**config.mk**
```make
export PLATFORM = sky130hd
export DESIGN_NAME = kbm_ports
export DESIGN_NICKNAME = d
export VERILOG_FILES = /design/src/rtl/kbm_pkg.sv /design/src/rtl/kbm_ports.sv
export SDC_FILE = /design/constraint.sdc
export NUM_CORES = 1
export LEC_CHECK = 0
export BUFFER_PORTS_ARGS = -buffer_cell sky130_fd_sc_hd__buf_4
export CORE_MARGIN = 3
export CORE_UTILIZATION = 45
export DETAILED_ROUTE_END_ITERATION = 6
export GPL_ROUTABILITY_DRIVEN = 0
export PLACE_DENSITY = 0.67
export SLEW_MARGIN = 10
export SYNTH_ARGS = -nofsm -noshare
export SYNTH_HDL_FRONTEND = slang
export SYNTH_SLANG_ARGS = --single-unit
```
**constraint.sdc**
```tcl
create_clock -name REF_CLK -period 6.9 [get_ports REF_CLK]
set_input_delay 2.07 -clock REF_CLK [delete_from_list [all_inputs] [get_ports REF_CLK]]
set_output_delay 2.07 -clock REF_CLK [all_outputs]
set_load 0.01 [all_outputs]
```
**src/rtl/kbm_pkg.sv**
```systemverilog
// Constants and types shared by the keyboard/mouse serial port block
// Function
// [RL1] Two identical ports; keyboard slot at 0x000, mouse slot at 0x100, 256 bytes each.
// [RL2] Byte registers on word boundaries, aliased through the whole 4K window.
// [RL3] Offset 0x00 reads the port type code: 0 keyboard, 1 mouse.
// [RL4] Write to offset 0x00 empties buffers, resets machines, disables port.
// [RL5] Four-character receive buffer; each data read removes one character.
// [RL6] Status bit 0 shows receive buffer holds a character.
// [RL7] Port interrupt high from empty-to-nonempty until the buffer empties.
// [RL8] One-character transmit buffer; status bit 1 full; writes while full ignored.
// [RL9] Pending transmit waits until an incoming character is complete.
// [RL10] Transmission raises no interrupt of its own.
// [RL11] Control bit 0 enables receive and interrupt; control resets to zero.
// [RL12] Control bit 1 loops transmitter to receiver on internal 2 MHz clock.
// [RL13] Control bit 5 lets bits 6 and 7 drive data and clock lines.
// [RL14] Status bits 6 and 7 mirror data and clock line levels.
// [RL15] Port interrupts ORed; the result reads as status bit 4 of both.
// [RL16] One system interrupt on each rising edge of the combined signal.
// [RL17] Parity error sets a sticky flag, stores the character, holds device busy.
// [RL18] Host drains both ports until the combined bit reads zero.
// [RL19] Host writes a new character only after transmit-full clears.
// [RL20] After parity error host drains, resets port, may request resend.
// [RL21] Host resets the external device by an explicit command.
// [RL22] Timeout flag is status bit 2; other listed bits are reserved.
// [RL23] Each character is an 11-bit serial frame, about 80 us per bit.
// [RL24] Frame: start low, eight data LSB first, odd parity, stop high.
// [RL25] Transmit: clock low 100 us, data low, release clock, device clocks.
// [RL26] Timeout flag sets when the device stalls a frame; cleared by reset.
package kbm_pkg;
   localparam int NUM_PORTS = 2;
   localparam int ADDR_W = 12;
   localparam int PORT_SEL_BIT = 8;
   // Register indices within a slot (byte offset bits 3:2)
   localparam logic [1:0] REG_KIND = 2'h0;
   localparam logic [1:0] REG_DATA = 2'h1;
   localparam logic [1:0] REG_CTRL = 2'h2;
   localparam logic [1:0] REG_STAT = 2'h3;
   localparam logic [7:0] CTRL_RESET = 8'h00;
   localparam logic [3:0] KIND_KBD = 4'h0;
   localparam logic [3:0] KIND_MOUSE = 4'h1;
   // Control bit positions
   localparam int CB_ENABLE = 0;
   localparam int CB_LOOP = 1;
   localparam int CB_OVERRIDE = 5;
   localparam int CB_DAT_DRIVE = 6;
   localparam int CB_CLK_DRIVE = 7;
   // Status bit positions
   localparam int SB_RXNE = 0;
   localparam int SB_TXNE = 1;
   localparam int SB_TIMEOUT = 2;
   localparam int SB_PARITY = 3;
   localparam int SB_COMBINED = 4;
   localparam int SB_DAT = 6;
   localparam int SB_CLK = 7;
   localparam int RX_DEPTH = 4;
   localparam int FRAME_BITS = 11;
   // Timing
   localparam int CLK_MHZ = 250;
   localparam int CLK_NS = 4;
   localparam int INHIBIT_US = 100;
   localparam int INHIBIT_CYC = INHIBIT_US * CLK_MHZ;
   localparam int TIMEOUT_US = 2000;
   localparam int TIMEOUT_CYC = TIMEOUT_US * CLK_MHZ;
   localparam int LOOP_HALF_NS = 250;
   localparam int LOOP_HALF_CYC = LOOP_HALF_NS / CLK_NS;
   typedef enum logic [2:0] {TX_IDLE, TX_INHIBIT, TX_START, TX_SEND} kbm_tx_t;
endpackage

```
**src/rtl/kbm_ports.sv**
```systemverilog
// Keyboard and mouse serial ports behind an APB register window
`timescale 1ns/1ns
`default_nettype none
module kbm_ports #(
   parameter int INHIBIT_CYCLES = kbm_pkg::INHIBIT_CYC,
   parameter int TIMEOUT_CYCLES = kbm_pkg::TIMEOUT_CYC
) (
   // Clock and reset
   input wire logic REF_CLK,
   input wire logic RST,
   // APB slave
   input wire logic PSEL,
   input wire logic PENABLE,
   input wire logic PWRITE,
   input wire logic [kbm_pkg::ADDR_W-1:0] PADDR,
   input wire logic [31:0] PWDATA,
   output logic [31:0] PRDATA,
   output logic PREADY,
   output logic PSLVERR,
   // Link lines, index 0 keyboard, 1 mouse; outputs only ever pull low
   input wire logic [1:0] LINK_CLK_IN,
   output logic [1:0] LINK_CLK_OUT,
   output logic [1:0] LINK_CLK_OE,
   input wire logic [1:0] LINK_DAT_IN,
   output logic [1:0] LINK_DAT_OUT,
   output logic [1:0] LINK_DAT_OE,
   // System interrupt, one-cycle pulse
   output logic IRQ_PULSE
);
   function automatic logic hit(input logic [1:0] idx, input logic [1:0] want);
      hit = (idx == want);
   endfunction

   wire logic access_done = PSEL & PENABLE & PREADY;
   wire logic wr_done = access_done & PWRITE;
   wire logic rd_done = access_done & ~PWRITE;
   wire logic [1:0] reg_idx = PADDR[3:2]; // [RL2]
   wire logic port_idx = PADDR[kbm_pkg::PORT_SEL_BIT]; // [RL1]

   logic [7:0] rd_val [kbm_pkg::NUM_PORTS];
   logic [1:0] port_irq;
   logic combined;
   logic combined_prev;
   logic [1:0] next_clk_oe;
   logic [1:0] next_dat_oe;

   assign combined = |port_irq; // [RL15]

   // One wait state: ready rises in the second access cycle
   always_ff @(posedge REF_CLK or posedge RST) begin
      if (RST) begin
         PREADY <= 1'b0;
         PRDATA <= 32'h0000_0000;
         PSLVERR <= 1'b0;
      end else begin
         PREADY <= PSEL & PENABLE & ~PREADY;
         PSLVERR <= 1'b0;
         if (PSEL & PENABLE & ~PREADY) begin
            PRDATA <= {24'h00_0000, rd_val[port_idx]};
         end
      end
   end

   always_ff @(posedge REF_CLK or posedge RST) begin
      if (RST) begin
         combined_prev <= 1'b0;
         IRQ_PULSE <= 1'b0;
         LINK_CLK_OE <= 2'b00;
         LINK_DAT_OE <= 2'b00;
         LINK_CLK_OUT <= 2'b00;
         LINK_DAT_OUT <= 2'b00;
      end else begin
         combined_prev <= combined;
         IRQ_PULSE <= combined & ~combined_prev; // [RL16]
         LINK_CLK_OE <= next_clk_oe;
         LINK_DAT_OE <= next_dat_oe;
         LINK_CLK_OUT <= 2'b00;
         LINK_DAT_OUT <= 2'b00;
      end
   end

   genvar g;
   generate
      for (g = 0; g < kbm_pkg::NUM_PORTS; g++) begin : port
         wire logic mine = (port_idx == 1'(g));
         wire logic soft_rst = wr_done & mine & hit(reg_idx, kbm_pkg::REG_KIND); // [RL4]
         wire logic tx_wr = wr_done & mine & hit(reg_idx, kbm_pkg::REG_DATA);
         wire logic ctrl_wr = wr_done & mine & hit(reg_idx, kbm_pkg::REG_CTRL);
         wire logic rx_rd = rd_done & mine & hit(reg_idx, kbm_pkg::REG_DATA);

         logic [7:0] ctrl;
         logic [2:0] clk_sync;
         logic [2:0] dat_sync;
         logic clk_level;
         logic dat_level;
         logic loop_clk;
         logic [7:0] loop_cnt;
         logic eff_prev;
         logic [7:0] rx_mem [kbm_pkg::RX_DEPTH];
         logic [1:0] wr_ptr;
         logic [1:0] rd_ptr;
         logic [2:0] rx_count;
         logic [3:0] rx_bits;
         logic [9:0] rx_shift;
         logic [7:0] tx_hold;
         logic tx_full;
         logic [9:0] tx_shift;
         logic [3:0] tx_bits;
         logic tx_dat;
         kbm_pkg::kbm_tx_t tx_state;
         logic [19:0] timer;
         logic parity_err;
         logic timeout_err;

         wire logic loopback = ctrl[kbm_pkg::CB_LOOP];
         wire logic override = ctrl[kbm_pkg::CB_OVERRIDE];
         wire logic enabled = ctrl[kbm_pkg::CB_ENABLE];
         // Loopback feeds the receiver from the transmitter on the internal clock
         wire logic eff_clk = loopback ? loop_clk : clk_level; // [RL12]
         wire logic eff_dat = loopback ? tx_dat : dat_level; // [RL12]
         wire logic fall = eff_prev & ~eff_clk; // [RL24]
         // Receiver shares the lines with the transmitter unless looped back
         wire logic rx_active = loopback | (tx_state == kbm_pkg::TX_IDLE);
         wire logic rx_take = fall & rx_active;
         wire logic [9:0] frame = {eff_dat, rx_shift[9:1]};
         wire logic rx_last = rx_take & (rx_bits == 4'(kbm_pkg::FRAME_BITS - 1)); // [RL23]
         wire logic rx_empty = (rx_count == 3'd0);
         wire logic rx_full = (rx_count == 3'(kbm_pkg::RX_DEPTH));
         wire logic push = rx_last & enabled & ~rx_full; // [RL11]
         wire logic pop = rx_rd & ~rx_empty; // [RL5]
         wire logic bad_parity = ~^frame[8:0]; // [RL24]
         wire logic tx_begin = (tx_state == kbm_pkg::TX_IDLE) & tx_full & (rx_bits == 4'd0) & ~parity_err; // [RL9]
         wire logic tx_last = fall & (tx_state == kbm_pkg::TX_SEND) & (tx_bits == 4'(kbm_pkg::FRAME_BITS - 1));
         wire logic frame_busy = (rx_bits != 4'd0) | (tx_state == kbm_pkg::TX_SEND);
         wire logic timed_out = frame_busy & (timer == 20'(TIMEOUT_CYCLES - 1)); // [RL26]
         wire logic [7:0] status = {dat_level & clk_level & 1'b0 | clk_level, dat_level, 1'b0, combined,
                                    parity_err, timeout_err, tx_full, ~rx_empty}; // [RL6] [RL8] [RL14] [RL15] [RL22]
         wire logic [3:0] kind = (g == 0) ? kbm_pkg::KIND_KBD : kbm_pkg::KIND_MOUSE;

         assign port_irq[g] = enabled & ~rx_empty; // [RL7] [RL10] [RL11]
         assign rd_val[g] = hit(reg_idx, kbm_pkg::REG_KIND) ? {4'h0, kind} : // [RL3]
                            hit(reg_idx, kbm_pkg::REG_DATA) ? rx_mem[rd_ptr] :
                            hit(reg_idx, kbm_pkg::REG_CTRL) ? ctrl : status;
         // Parity error keeps the clock low so the device holds its next character
         assign next_clk_oe[g] = override ? ~ctrl[kbm_pkg::CB_CLK_DRIVE] : // [RL13]
                                 ~loopback & (parity_err | (tx_state == kbm_pkg::TX_INHIBIT) | // [RL17]
                                 (tx_state == kbm_pkg::TX_START)); // [RL25]
         assign next_dat_oe[g] = override ? ~ctrl[kbm_pkg::CB_DAT_DRIVE] : ~loopback & ~tx_dat; // [RL13]

         // Line inputs: a change is taken once the last two stages agree
         always_ff @(posedge REF_CLK or posedge RST) begin
            if (RST) begin
               clk_sync <= 3'b111;
               dat_sync <= 3'b111;
               clk_level <= 1'b1;
               dat_level <= 1'b1;
            end else begin
               clk_sync <= {clk_sync[1:0], LINK_CLK_IN[g]};
               dat_sync <= {dat_sync[1:0], LINK_DAT_IN[g]};
               if (clk_sync[1] == clk_sync[2]) begin
                  clk_level <= clk_sync[2];
               end
               if (dat_sync[1] == dat_sync[2]) begin
                  dat_level <= dat_sync[2];
               end
            end
         end

         // Internal loopback clock, halted high outside loopback
         always_ff @(posedge REF_CLK or posedge RST) begin
            if (RST) begin
               loop_cnt <= 8'h00;
               loop_clk <= 1'b1;
               eff_prev <= 1'b1;
            end else begin
               eff_prev <= eff_clk;
               if (!loopback || soft_rst) begin
                  loop_cnt <= 8'h00;
                  loop_clk <= 1'b1;
               end else if (loop_cnt == 8'(kbm_pkg::LOOP_HALF_CYC - 1)) begin
                  loop_cnt <= 8'h00;
                  loop_clk <= ~loop_clk; // [RL12]
               end else begin
                  loop_cnt <= loop_cnt + 8'h01;
               end
            end
         end

         always_ff @(posedge REF_CLK or posedge RST) begin
            if (RST) begin
               ctrl <= kbm_pkg::CTRL_RESET; // [RL11]
            end else if (soft_rst) begin
               ctrl <= kbm_pkg::CTRL_RESET; // [RL4]
            end else if (ctrl_wr) begin
               ctrl <= PWDATA[7:0] & 8'hE3; // [RL22]
            end
         end

         // Receive buffer; when full a new character is dropped
         always_ff @(posedge REF_CLK or posedge RST) begin
            if (RST) begin
               wr_ptr <= 2'd0;
               rd_ptr <= 2'd0;
               rx_count <= 3'd0;
            end else if (soft_rst) begin
               wr_ptr <= 2'd0;
               rd_ptr <= 2'd0;
               rx_count <= 3'd0;
            end else begin
               if (push) begin
                  wr_ptr <= wr_ptr + 2'd1;
               end
               if (pop) begin
                  rd_ptr <= rd_ptr + 2'd1; // [RL5]
               end
               rx_count <= rx_count + 3'(push) - 3'(pop);
            end
         end

         always_ff @(posedge REF_CLK) begin
            if (push) begin
               rx_mem[wr_ptr] <= frame[7:0]; // [RL17]
            end
         end

         // Receiver: start bit, then data, parity and stop
         always_ff @(posedge REF_CLK or posedge RST) begin
            if (RST) begin
               rx_bits <= 4'd0;
               rx_shift <= 10'h000;
               parity_err <= 1'b0;
            end else if (soft_rst || timed_out) begin
               rx_bits <= 4'd0;
               parity_err <= soft_rst ? 1'b0 : parity_err;
            end else if (rx_take) begin
               rx_shift <= frame;
               if (rx_bits == 4'd0) begin
                  rx_bits <= eff_dat ? 4'd0 : 4'd1;
               end else if (rx_last) begin
                  rx_bits <= 4'd0;
                  if (push && bad_parity) begin
                     parity_err <= 1'b1; // [RL17]
                  end
               end else begin
                  rx_bits <= rx_bits + 4'd1;
               end
            end
         end

         // Transmit buffer; a write while it is full is ignored
         always_ff @(posedge REF_CLK or posedge RST) begin
            if (RST) begin
               tx_hold <= 8'h00;
               tx_full <= 1'b0;
            end else if (soft_rst) begin
               tx_full <= 1'b0;
            end else if (tx_wr && !tx_full) begin
               tx_hold <= PWDATA[7:0]; // [RL8]
               tx_full <= 1'b1;
            end else if (tx_last || (timed_out && tx_state == kbm_pkg::TX_SEND)) begin
               tx_full <= 1'b0;
            end
         end

         // Transmitter: inhibit, request, then shift on each falling edge
         always_ff @(posedge REF_CLK or posedge RST) begin
            if (RST) begin
               tx_state <= kbm_pkg::TX_IDLE;
               tx_shift <= 10'h3FF;
               tx_bits <= 4'd0;
               tx_dat <= 1'b1;
            end else if (soft_rst || timed_out) begin
               tx_state <= kbm_pkg::TX_IDLE;
               tx_dat <= 1'b1;
            end else begin
               unique case (tx_state)
                  kbm_pkg::TX_IDLE: begin
                     tx_dat <= 1'b1;
                     if (tx_begin) begin
                        tx_state <= kbm_pkg::TX_INHIBIT; // [RL25]
                        tx_shift <= {1'b1, ~^tx_hold, tx_hold}; // [RL24]
                        tx_bits <= 4'd0;
                     end
                  end
                  kbm_pkg::TX_INHIBIT: begin
                     if (timer == 20'(INHIBIT_CYCLES - 1)) begin
                        tx_state <= kbm_pkg::TX_START;
                        tx_dat <= 1'b0; // [RL25]
                     end
                  end
                  kbm_pkg::TX_START: begin
                     tx_state <= kbm_pkg::TX_SEND;
                  end
                  kbm_pkg::TX_SEND: begin
                     if (fall) begin
                        tx_bits <= tx_bits + 4'd1;
                        tx_dat <= tx_shift[0];
                        tx_shift <= {1'b1, tx_shift[9:1]};
                        if (tx_last) begin
                           tx_state <= kbm_pkg::TX_IDLE;
                           tx_dat <= 1'b1;
                        end
                     end
                  end
               endcase
            end
         end

         // Shared timer: inhibit length, and stall watch during a frame
         always_ff @(posedge REF_CLK or posedge RST) begin
            if (RST) begin
               timer <= 20'd0;
               timeout_err <= 1'b0;
            end else if (soft_rst) begin
               timer <= 20'd0;
               timeout_err <= 1'b0;
            end else begin
               if (timed_out) begin
                  timeout_err <= 1'b1; // [RL26]
               end
               if (fall || tx_begin || timed_out || tx_state == kbm_pkg::TX_START ||
                   (tx_state == kbm_pkg::TX_IDLE && rx_bits == 4'd0)) begin
                  timer <= 20'd0;
               end else begin
                  timer <= timer + 20'd1;
               end
            end
         end
      end
   endgenerate
endmodule
`default_nettype wire

```
* Word-level counts from Yosys, hierarchy flattened *
Memory sizes are Yosys's and may differ from the RTL's.
Index checks and enable logic that the tools add are counted.

storage, ports and cells
  register bits = 207
  bits in writable memories = 64
  input bits = 53
  output and inout port bits = 43
  logic and storage cells = 379
  memories = 2

memories
  name            words  width  rd ports  clocked after memory_dff  wr ports  line             source
  port[0].rx_mem  4      8      1         0                         1         kbm_ports.sv:99  logic [7:0] rx_mem [kbm_pkg::RX_DEPTH];
  port[1].rx_mem  4      8      1         0                         1         kbm_ports.sv:99

operators by class
  add/sub/neg operators = 16
  order comparisons = 1
  eq/ne operators = 40
  muxes and demuxes = 113
  bitwise gates (word level) = 83
  reductions and logical operators = 74

operators by type and width
  kind                     count
  $mux W8                  17
  $mux W20                 4
  $and A1 B1 Y1            48
  $mux W1                  48
  $mux W4                  12
  $add A20 B1 Y20 const B  2
  $eq A20 B15 Y1 const B   2
  $eq A20 B19 Y1 const B   2
  $mux W10                 4
  $pmux W10 S2             2
  $mux W3                  12
  $reduce_bool A2 Y1       18
  $not A1 Y1               26
  $pmux W3 S4              2
  $reduce_xnor A9 Y1       2
  $add A4 B1 Y4 const B    4
  $add A8 B1 Y8 const B    2
  $eq A4 B4 Y1 const B     4
  $eq A8 B6 Y1 const B     2
  $mux W2                  8
  $pmux W4 S2              2
  $reduce_and A4 Y1        4
  $reduce_bool A4 Y1       4
  $reduce_xnor A8 Y1       2
  other kinds (29)         94

* Longest topological paths before layout *
Gate-level depths: netlist of run 1.

  depth after elaboration = 13
  gate-level depth with buffers = 14
  mapped depth without buffers = 14

* Worst setup path after synthesis of run 1 *
No wires, ideal clock.

  kind = input to register
  start point = in PADDR[2] (netlist bit)
  end point = reg port[1].rx_count[2]
  library setup time = 0.147 ns
  arrival time = 3.881 ns
  data required time = 6.753 ns
  path slack = 2.872 ns
  cell stages on the path = 11
  path buffers = 1
  cells stage by stage = clkbuf_1 > nor3b_1 > and4_1 > ha_1 > inv_1 > ha_1 > inv_1 > fa_1 > xor2_1 > xnor2_1 > nor2_1

between the ends
  word-level cells in the longest chain between the ends = 5
  elaborated cells on any way between the ends = 7
  classes of those cells = 1 x add/sub; 1 x eq/ne; 1 x mux; 3 x bitwise; 1 x reduce/logical

ends and longest elaborated chain
  item                  line              source
  from (decl)           kbm_ports.sv:15   input wire logic [kbm_pkg::ADDR_W-1:0] PADDR,
  $eq A2 B1 Y1          kbm_ports.sv:31   hit = (idx == want);
  $and A1 B1 Y1         kbm_ports.sv:89   wire logic rx_rd = rd_done & mine & hit(reg_idx, kbm_pkg::REG_DATA);
  $and A1 B1 Y1         kbm_ports.sv:130  wire logic pop = rx_rd & ~rx_empty;
  $sub A3 B1 Y3         kbm_ports.sv:216  rx_count <= rx_count + 3'(push) - 3'(pop);
  $mux W3 (*)           kbm_ports.sv:205  end else if (soft_rst) begin
  to (signal assigned)  kbm_ports.sv:216
  to (decl)             kbm_ports.sv:102  logic [2:0] rx_count;

Mark *: on every way between the ends. The rest lies on a longest branch, timed or not.
A chain may end at the register's enable or synchronous reset.

* Final worst setup path of run 1 *
  start point = in PADDR[3] (netlist bit)
  end point = reg port[1].timer[3]

between the ends
  word-level cells in the longest chain between the ends = 3

ends and longest elaborated chain
  item                  line              source
  $logic_not A2 Y1      kbm_ports.sv:31
  $and A1 B1 Y1         kbm_ports.sv:86   wire logic soft_rst = wr_done & mine & hit(reg_idx, kbm_pkg::REG_KIND);
  $mux W20              kbm_ports.sv:314  end else if (soft_rst) begin
  to (signal assigned)  kbm_ports.sv:325  timer <= timer + 20'd1;
  to (decl)             kbm_ports.sv:111  logic [19:0] timer;

Every way passes these cells.

==> run_results.csv, run 1 <==
group,metric,value,unit
outcome,outcome,"completed",
placed_design,dp.final_hpwl,16500,µm
logic_synthesis,synth_edf_count,64,
clock_network,cts_root_buf,"clkbuf_16",
critical_path,critPathKind,"primary input to flip-flop",
power,p_leak,5.76,nW
global_routing,gr-usage-all-layers,0.164,
logic_synthesis,synthesis.area,12700,µm²
logic_synthesis,ys_seq_area_frac,0.540,
route,via_count,7812,
route,antenna_left,0,
global_routing,grt_pass1_vias,7818,
critical_path,worstSetupEndpointType,"flip-flop",
critical_path,critPathBufInv,1,
critical_path,path_cells,"buf_4, nor2_1, nand4_1, o21a_2, nand4b_1, nor2_1",
worst_hold_path,worstHoldStart,"port[1].clk_sync[0]",
final_layout,antenna_cells,0,
timing,finalSetupViolCount,0,
final_layout,drive_above_1_share,0.191,
critical_path,rr_startpoint,"port[1].tx_state[0]",
logic_synthesis,netlist.area_leader.share,0.306,
global_routing,grt_pass1_wl,41400,µm
critical_path,crit_fanout,35,
logic_synthesis,synth_cells,1053,
critical_path,crit_family,"simple AND/OR/NAND/NOR gates",
floorplanning,ioPinCount,96,
worst_hold_path,holdPathEnd,"port[1].clk_sync[1]",
critical_path,max_stage_delay,0.81,ns
logic_synthesis,synth_top_area_cell,"dfrtp_1",
floorplanning,die_x,174,µm
clock_network,cts-hold-fix-buffers,0,
final_layout,final_util,0.512,
timing,slew_violations,0,
power,powerDensity,325,nW/µm²
floorplanning,die_h,174,µm
final_layout,finalNetCount,1172,
clock_network,numClockSinks,259,
logic_synthesis,syn_area_per_cell,12.0,µm²
power,total_power,4.55,mW
placed_design,portBuffers,33,
final_layout,stdcell_count,1474,
critical_path,reg2reg_slack,3.58,ns
global_routing,antenna_found_initial,0,
timing,hold_viol_final,0,
critical_path,startpoint_type,"primary input",
final_layout,area_growth,10.4,%
clock_network,cts_buffer_depth,3,
logic_synthesis,ys.flop_type,"dfrtp_1",
critical_path,crit_path_top_delay_cell,"nand4b_1",
route,wl_per_cell,16.6,µm
run,maxCapViolCount,0,
logic_synthesis,ys_ff_latch,259,
clock_network,clk_pin_slew,0.06,ns
timing,slew_headroom,0.309,
clock_network,post_cts_buffers,0,
worst_hold_path,hold_path_depth,0,
route,wl,24500,µm
timing,worstMarginPinSlew,1.04,ns
critical_path,r2r_cells,14,
route,route.detailed.drc,0,
timing,finalSetupTns,0,ns
critical_path,reg2reg_to,"port[1].rx_count[2]",
timing,finalCritPeriodShare,0.584,
critical_path,crit_top_cell,"nor2_1",
timing,rsz0062_at_grt,"false",
logic_synthesis,ys_top_cells_by_count,"dfrtp_1 (155), nor2_1 (92), edfxtp_1 (64)",
logic_synthesis,synthTopCellsByArea,"dfrtp_1 (31%), edfxtp_1 (15%), dfstp_2 (8.3%)",
timing,max_clock_freq,0.248,GHz
route,vias_per_cell,5.30,
logic_synthesis,yosys_warnings,0,
critical_path,crit_start,"PADDR[3]",
route,drtIter0Drc,469,
clock_network,htreeDepth,1,
clock_network,cts_resized,0,
floorplanning,dieArea,30200,µm²
critical_path,crit_arrival,4.47,ns
logic_synthesis,yosysMostFrequentCell,"dfrtp_1",
floorplanning,rows,60,
global_routing,overflow,0,
clock_network,insertion_delay,0.53,ns
route,firstDrtPassIters,5,
logic_synthesis,synth_cell_types,83,
placed_design,dp.cells,1422,
floorplanning,core_area,27300,µm²
global_routing,grt_max_degree,195,
clock_network,cts_buffers,28,
floorplanning,initial_core_util,0.464,
logic_synthesis,ys_async_sr_fraction,0.753,
timing,clock-skew-final,0.00725,ns
timing,layout_min_cycle_time,4.03,ns
power,ir_drop,0.000313,V
critical_path,cp.required,7.34,ns
worst_hold_path,worstHoldPathType,"flip-flop to flip-flop",
clock_network,cts_tree,"built",
[placed cells by master, fill, tap and decap left out, types with 31 or more instances in the layout]
cell      instances
buf_4            34
dfrtp_1         155
dfstp_2          40
edfxtp_1         64
ha_1             37
inv_1            47
nand2_1          47
nand3_1          37
nor2_1           92
xnor2_1          60
xor2_1           31
[routing by layer]
metal	track usage	routed length, µm	vias up
met3	0.0265	1100	34
met1	0.244	11800	3893
met2	0.256	11200	138
li1	-	-	3747
met4	0.0362	433	0
met5	0	0	-
[power by group]
| part | switching [mW] | leakage, nW | total (mW) | internal (mW) |
|---|---|---|---|---|
| combinational | 0.583 | 2.29 | 1.08 | 0.495 |
| sequential | 0.217 | 3.04 | 2.06 | 1.84 |
| clock | 0.586 | 0.433 | 1.42 | 0.835 |
[worst max-delay path by stage]
stage | slack (ns) | cells past startpoint | endpoint
after global routing | 2.57 | 6 | port[1].timer[3]
after floorplan | 2.34 | 1 | IRQ_PULSE
final | 2.87 | 6 | port[1].timer[3]
after CTS | 2.88 | 6 | port[1].timer[3]
after global placement | 2.36 | 6 | port[1].timer[1]
after detailed placement | 2.30 | 6 | port[1].timer[3]
[layout make-up]
class / instances / area (µm²)
clock buffer: 46 / 850
fill: 2413 / 13300
clock inverter: 6 / 32.5
inverter: 48 / 184
multi-input combinational: 708 / 5340
sequential: 259 / 6850
tap: 372 / 465
timing repair buffer: 35 / 275
[sequential cells by signal (all words and copies together), names as in the netlist, 8 cells and up]
name,cells
port.rx_mem,64
port.timer,40
port.rx_bits,8
PRDATA,8
port.ctrl,10
port.rx_shift,18
port.loop_cnt,16
port.tx_shift,18
port.tx_hold,16
port.tx_bits,8
[metrics by stage]
| stage | hold WS [ns] | setup slack, ns | cell area (µm²) |
|---|---|---|---|
| 6_report | 0.355 | 2.87 | 14000 |
| 5_1_grt | 0.357 | 2.57 | 14000 |
| 4_1_cts | 0.356 | 2.88 | 14000 |
| 3_5_place_dp | 0.348 | 2.30 | 13100 |
| 3_3_place_gp | 0.346 | 2.36 | 13100 |
| 2_1_floorplan | 0.345 | 2.34 | 12800 |
[cell families (layout without fill, tap and decap cells)]
logic type / Yosys count / after routing / synth area share
adder cells (fa/ha/maj): 43 / 43 / 0.0428
other: 1 / 29 / 0.000296
buffers and inverters: 114 / 135 / 0.0466
flip-flops: 259 / 259 / 0.540
XOR/XNOR: 91 / 91 / 0.0629
multiplexers: 88 / 88 / 0.0973
AND/OR/NAND/NOR: 321 / 321 / 0.135
AO/OA/AOI/OAI: 136 / 136 / 0.0744
[worst reg2reg max path, stage by stage (launching register included)]
cell	delay, ns
dfrtp_1	0.41
inv_1	0.12
ha_1	0.24
nor3b_1	0.32
o21ai_2	0.22
a2111oi_4	0.50
inv_1	0.09
ha_1	0.28
inv_1	0.06
ha_1	0.13
inv_1	0.05
fa_1	0.38
xor2_1	0.16
xnor2_1	0.16
nor2_1	0.06
Note: power is estimated with default switching activity, not from simulation.
==> inputs of run 2 (changes only) <==
==> constraint.sdc (replaced) <==
create_clock -name REF_CLK -period 3.6 [get_ports REF_CLK]
set_input_delay 1.08 -clock REF_CLK [delete_from_list [all_inputs] [get_ports REF_CLK]]
set_output_delay 1.08 -clock REF_CLK [all_outputs]
set_load 0.01 [all_outputs]
==> run_results.csv, run 2 (synthesized netlist as in run 1, its figures left out) <==
group,metric,value,unit
clock_network,cts_root_buf,"clkbuf_16",
final_layout,final_cell_mix,"dfrtp_1 (155), nor2_1 (92), edfxtp_1 (64), xnor2_1 (60), buf_4 (49)",
power,p_leak,5.88,nW
floorplanning,initial_core_util,0.464,
timing,setup_ws,0.598,ns
clock_network,cts_tree,"built",
final_layout,stdcell_count,1489,
final_layout,reg.largest.list,"port.rx_mem x64, port.timer x40",
timing,finalSetupTns,0,ns
timing,finalSetupViolCount,0,
clock_network,cts_buffer_depth,3,
critical_path,crit_fanout,7,
critical_path,cp.required,4.03,ns
route,via_count,7890,
timing,worstMarginPinSlew,0.951,ns
clock_network,insertion_delay,0.53,ns
critical_path,crit_arrival,3.43,ns
route,route.detailed.drc,0,
clock_network,cts_resized,0,
placed_design,dp.cells,1437,
route,wl_per_cell,16.8,µm
final_layout,largest_reg_flops,64,
timing,rsz0062_at_grt,"false",
floorplanning,die_x,174,µm
placed_design,dpl_worst_slack,0.387,ns
floorplanning,rows,60,
route,firstDrtPassIters,5,
critical_path,critPathKind,"flip-flop to flip-flop",
timing,clock-skew-final,0.0119,ns
final_layout,antenna_cells,0,
clock_network,cts-hold-fix-buffers,0,
run,maxCapViolCount,0,
timing,hold_viol_final,0,
global_routing,gr-usage-all-layers,0.167,
clock_network,numClockSinks,259,
route,vias_per_cell,5.30,
timing,slew_violations,0,
clock_network,htreeDepth,1,
floorplanning,die_h,174,µm
global_routing,grt_max_degree,132,
global_routing,overflow,0,
final_layout,area_growth,12.2,%
timing,finalCritPeriodShare,0.834,
critical_path,worstSetupEndpointType,"flip-flop",
timing,layout_min_cycle_time,3.00,ns
global_routing,antenna_found_initial,0,
critical_path,startpoint_type,"flip-flop",
clock_network,clk_pin_slew,0.06,ns
outcome,outcome,"completed",
worst_hold_path,worstHoldPathType,"flip-flop to flip-flop",
route,wl,25100,µm
floorplanning,core_area,27300,µm²
placed_design,portBuffers,33,
global_routing,busiest_layer,"met2",
global_routing,use_met1,0.249,
timing,max_clock_freq,0.333,GHz
timing,slew_headroom,0.366,
global_routing,grt_util_met2,0.259,
power,ir_drop,0.000478,V
floorplanning,ioPinCount,96,
global_routing,grt_pass1_vias,7753,
final_layout,mostFrequentLayoutCell,"dfrtp_1",
global_routing,grt_pass1_wl,41600,µm
global_routing,use_met3,0.0243,
final_layout,finalNetCount,1187,
floorplanning,dieArea,30200,µm²
final_layout,top_register,"port.rx_mem",
route,drtIter0Drc,574,
placed_design,dp.final_hpwl,17200,µm
power,powerDensity,637,nW/µm²
final_layout,drive_above_1_share,0.205,
clock_network,cts_buffers,28,
clock_network,post_cts_buffers,0,
route,antenna_left,0,
run 2: cell count changes in the layout (fill, tap and decap cells not counted):
cell,previous run,this run
inv_6,0,1
buf_4,34,49
clkinv_2,5,2
clkinv_4,0,1
bufinv_16,0,4
clkinv_1,0,3
clkinvlp_4,2,3
clkbuf_1,11,4
run 2: worst paths after layout:
| path | startpoint | end | slack, ns | depth (start not counted) |
|---|---|---|---|---|
| worst max-delay path | port[1].tx_state[0] | port[1].rx_count[2] | 0.60 | 14 |
| worst min-delay path | port[1].dat_sync[0] | port[1].dat_sync[1] | 0.35 | 0 |
| worst max register to register | port[1].tx_state[0] | port[1].rx_count[2] | 0.60 | 14 |
| worst min register to register | port[1].dat_sync[0] | port[1].dat_sync[1] | 0.35 | 0 |
| max in group asynchronous | RST | port[0].tx_bits[2] | 2.21 | 3 |
| min in group asynchronous | RST | IRQ_PULSE | 0.76 | 3 |
run 2: routing by layer:
layer	wire length, µm	vias up
li1	-	3765
met1	12100	3920
met2	11300	171
met3	1090	34
met4	547	0
met5	0	-
run 2: per-stage QoR:
step	hold slack, ns	utilization	power (mW)	area (µm²)
after detailed placement	0.348	0.484	6.10	13200
after global routing	0.360	0.521	9.60	14200
after floorplan	0.345	-	5.61	12800
final	0.353	0.521	9.06	14200
after global placement	0.346	0.484	6.04	13200
after CTS	0.353	0.521	9.15	14200
run 2: final cells by class:
class,count,area [µm²]
clock buffer,39,823
clock inverter,13,174
fill,2380,13100
inverter,48,184
multi-input combinational,708,5340
sequential,259,6850
tap,372,465
timing repair buffer,50,388
run 2: worst max-delay path, stage by stage (launching register included):
cell and delay (ns):
dfrtp_1 0.42, inv_1 0.12, ha_1 0.23, nor3b_1 0.32, o21ai_2 0.22, a2111oi_4 0.26
inv_1 0.08, ha_1 0.27, inv_1 0.06, ha_1 0.13, inv_1 0.05, fa_1 0.37
xor2_1 0.18, xnor2_1 0.14, nor2_1 0.05
run 2: power by group:
part | switching (mW) | leakage, nW | internal (mW)
sequential | 0.415 | 3.04 | 3.52
clock | 1.14 | 0.483 | 1.88
combinational | 1.13 | 2.36 | 0.974
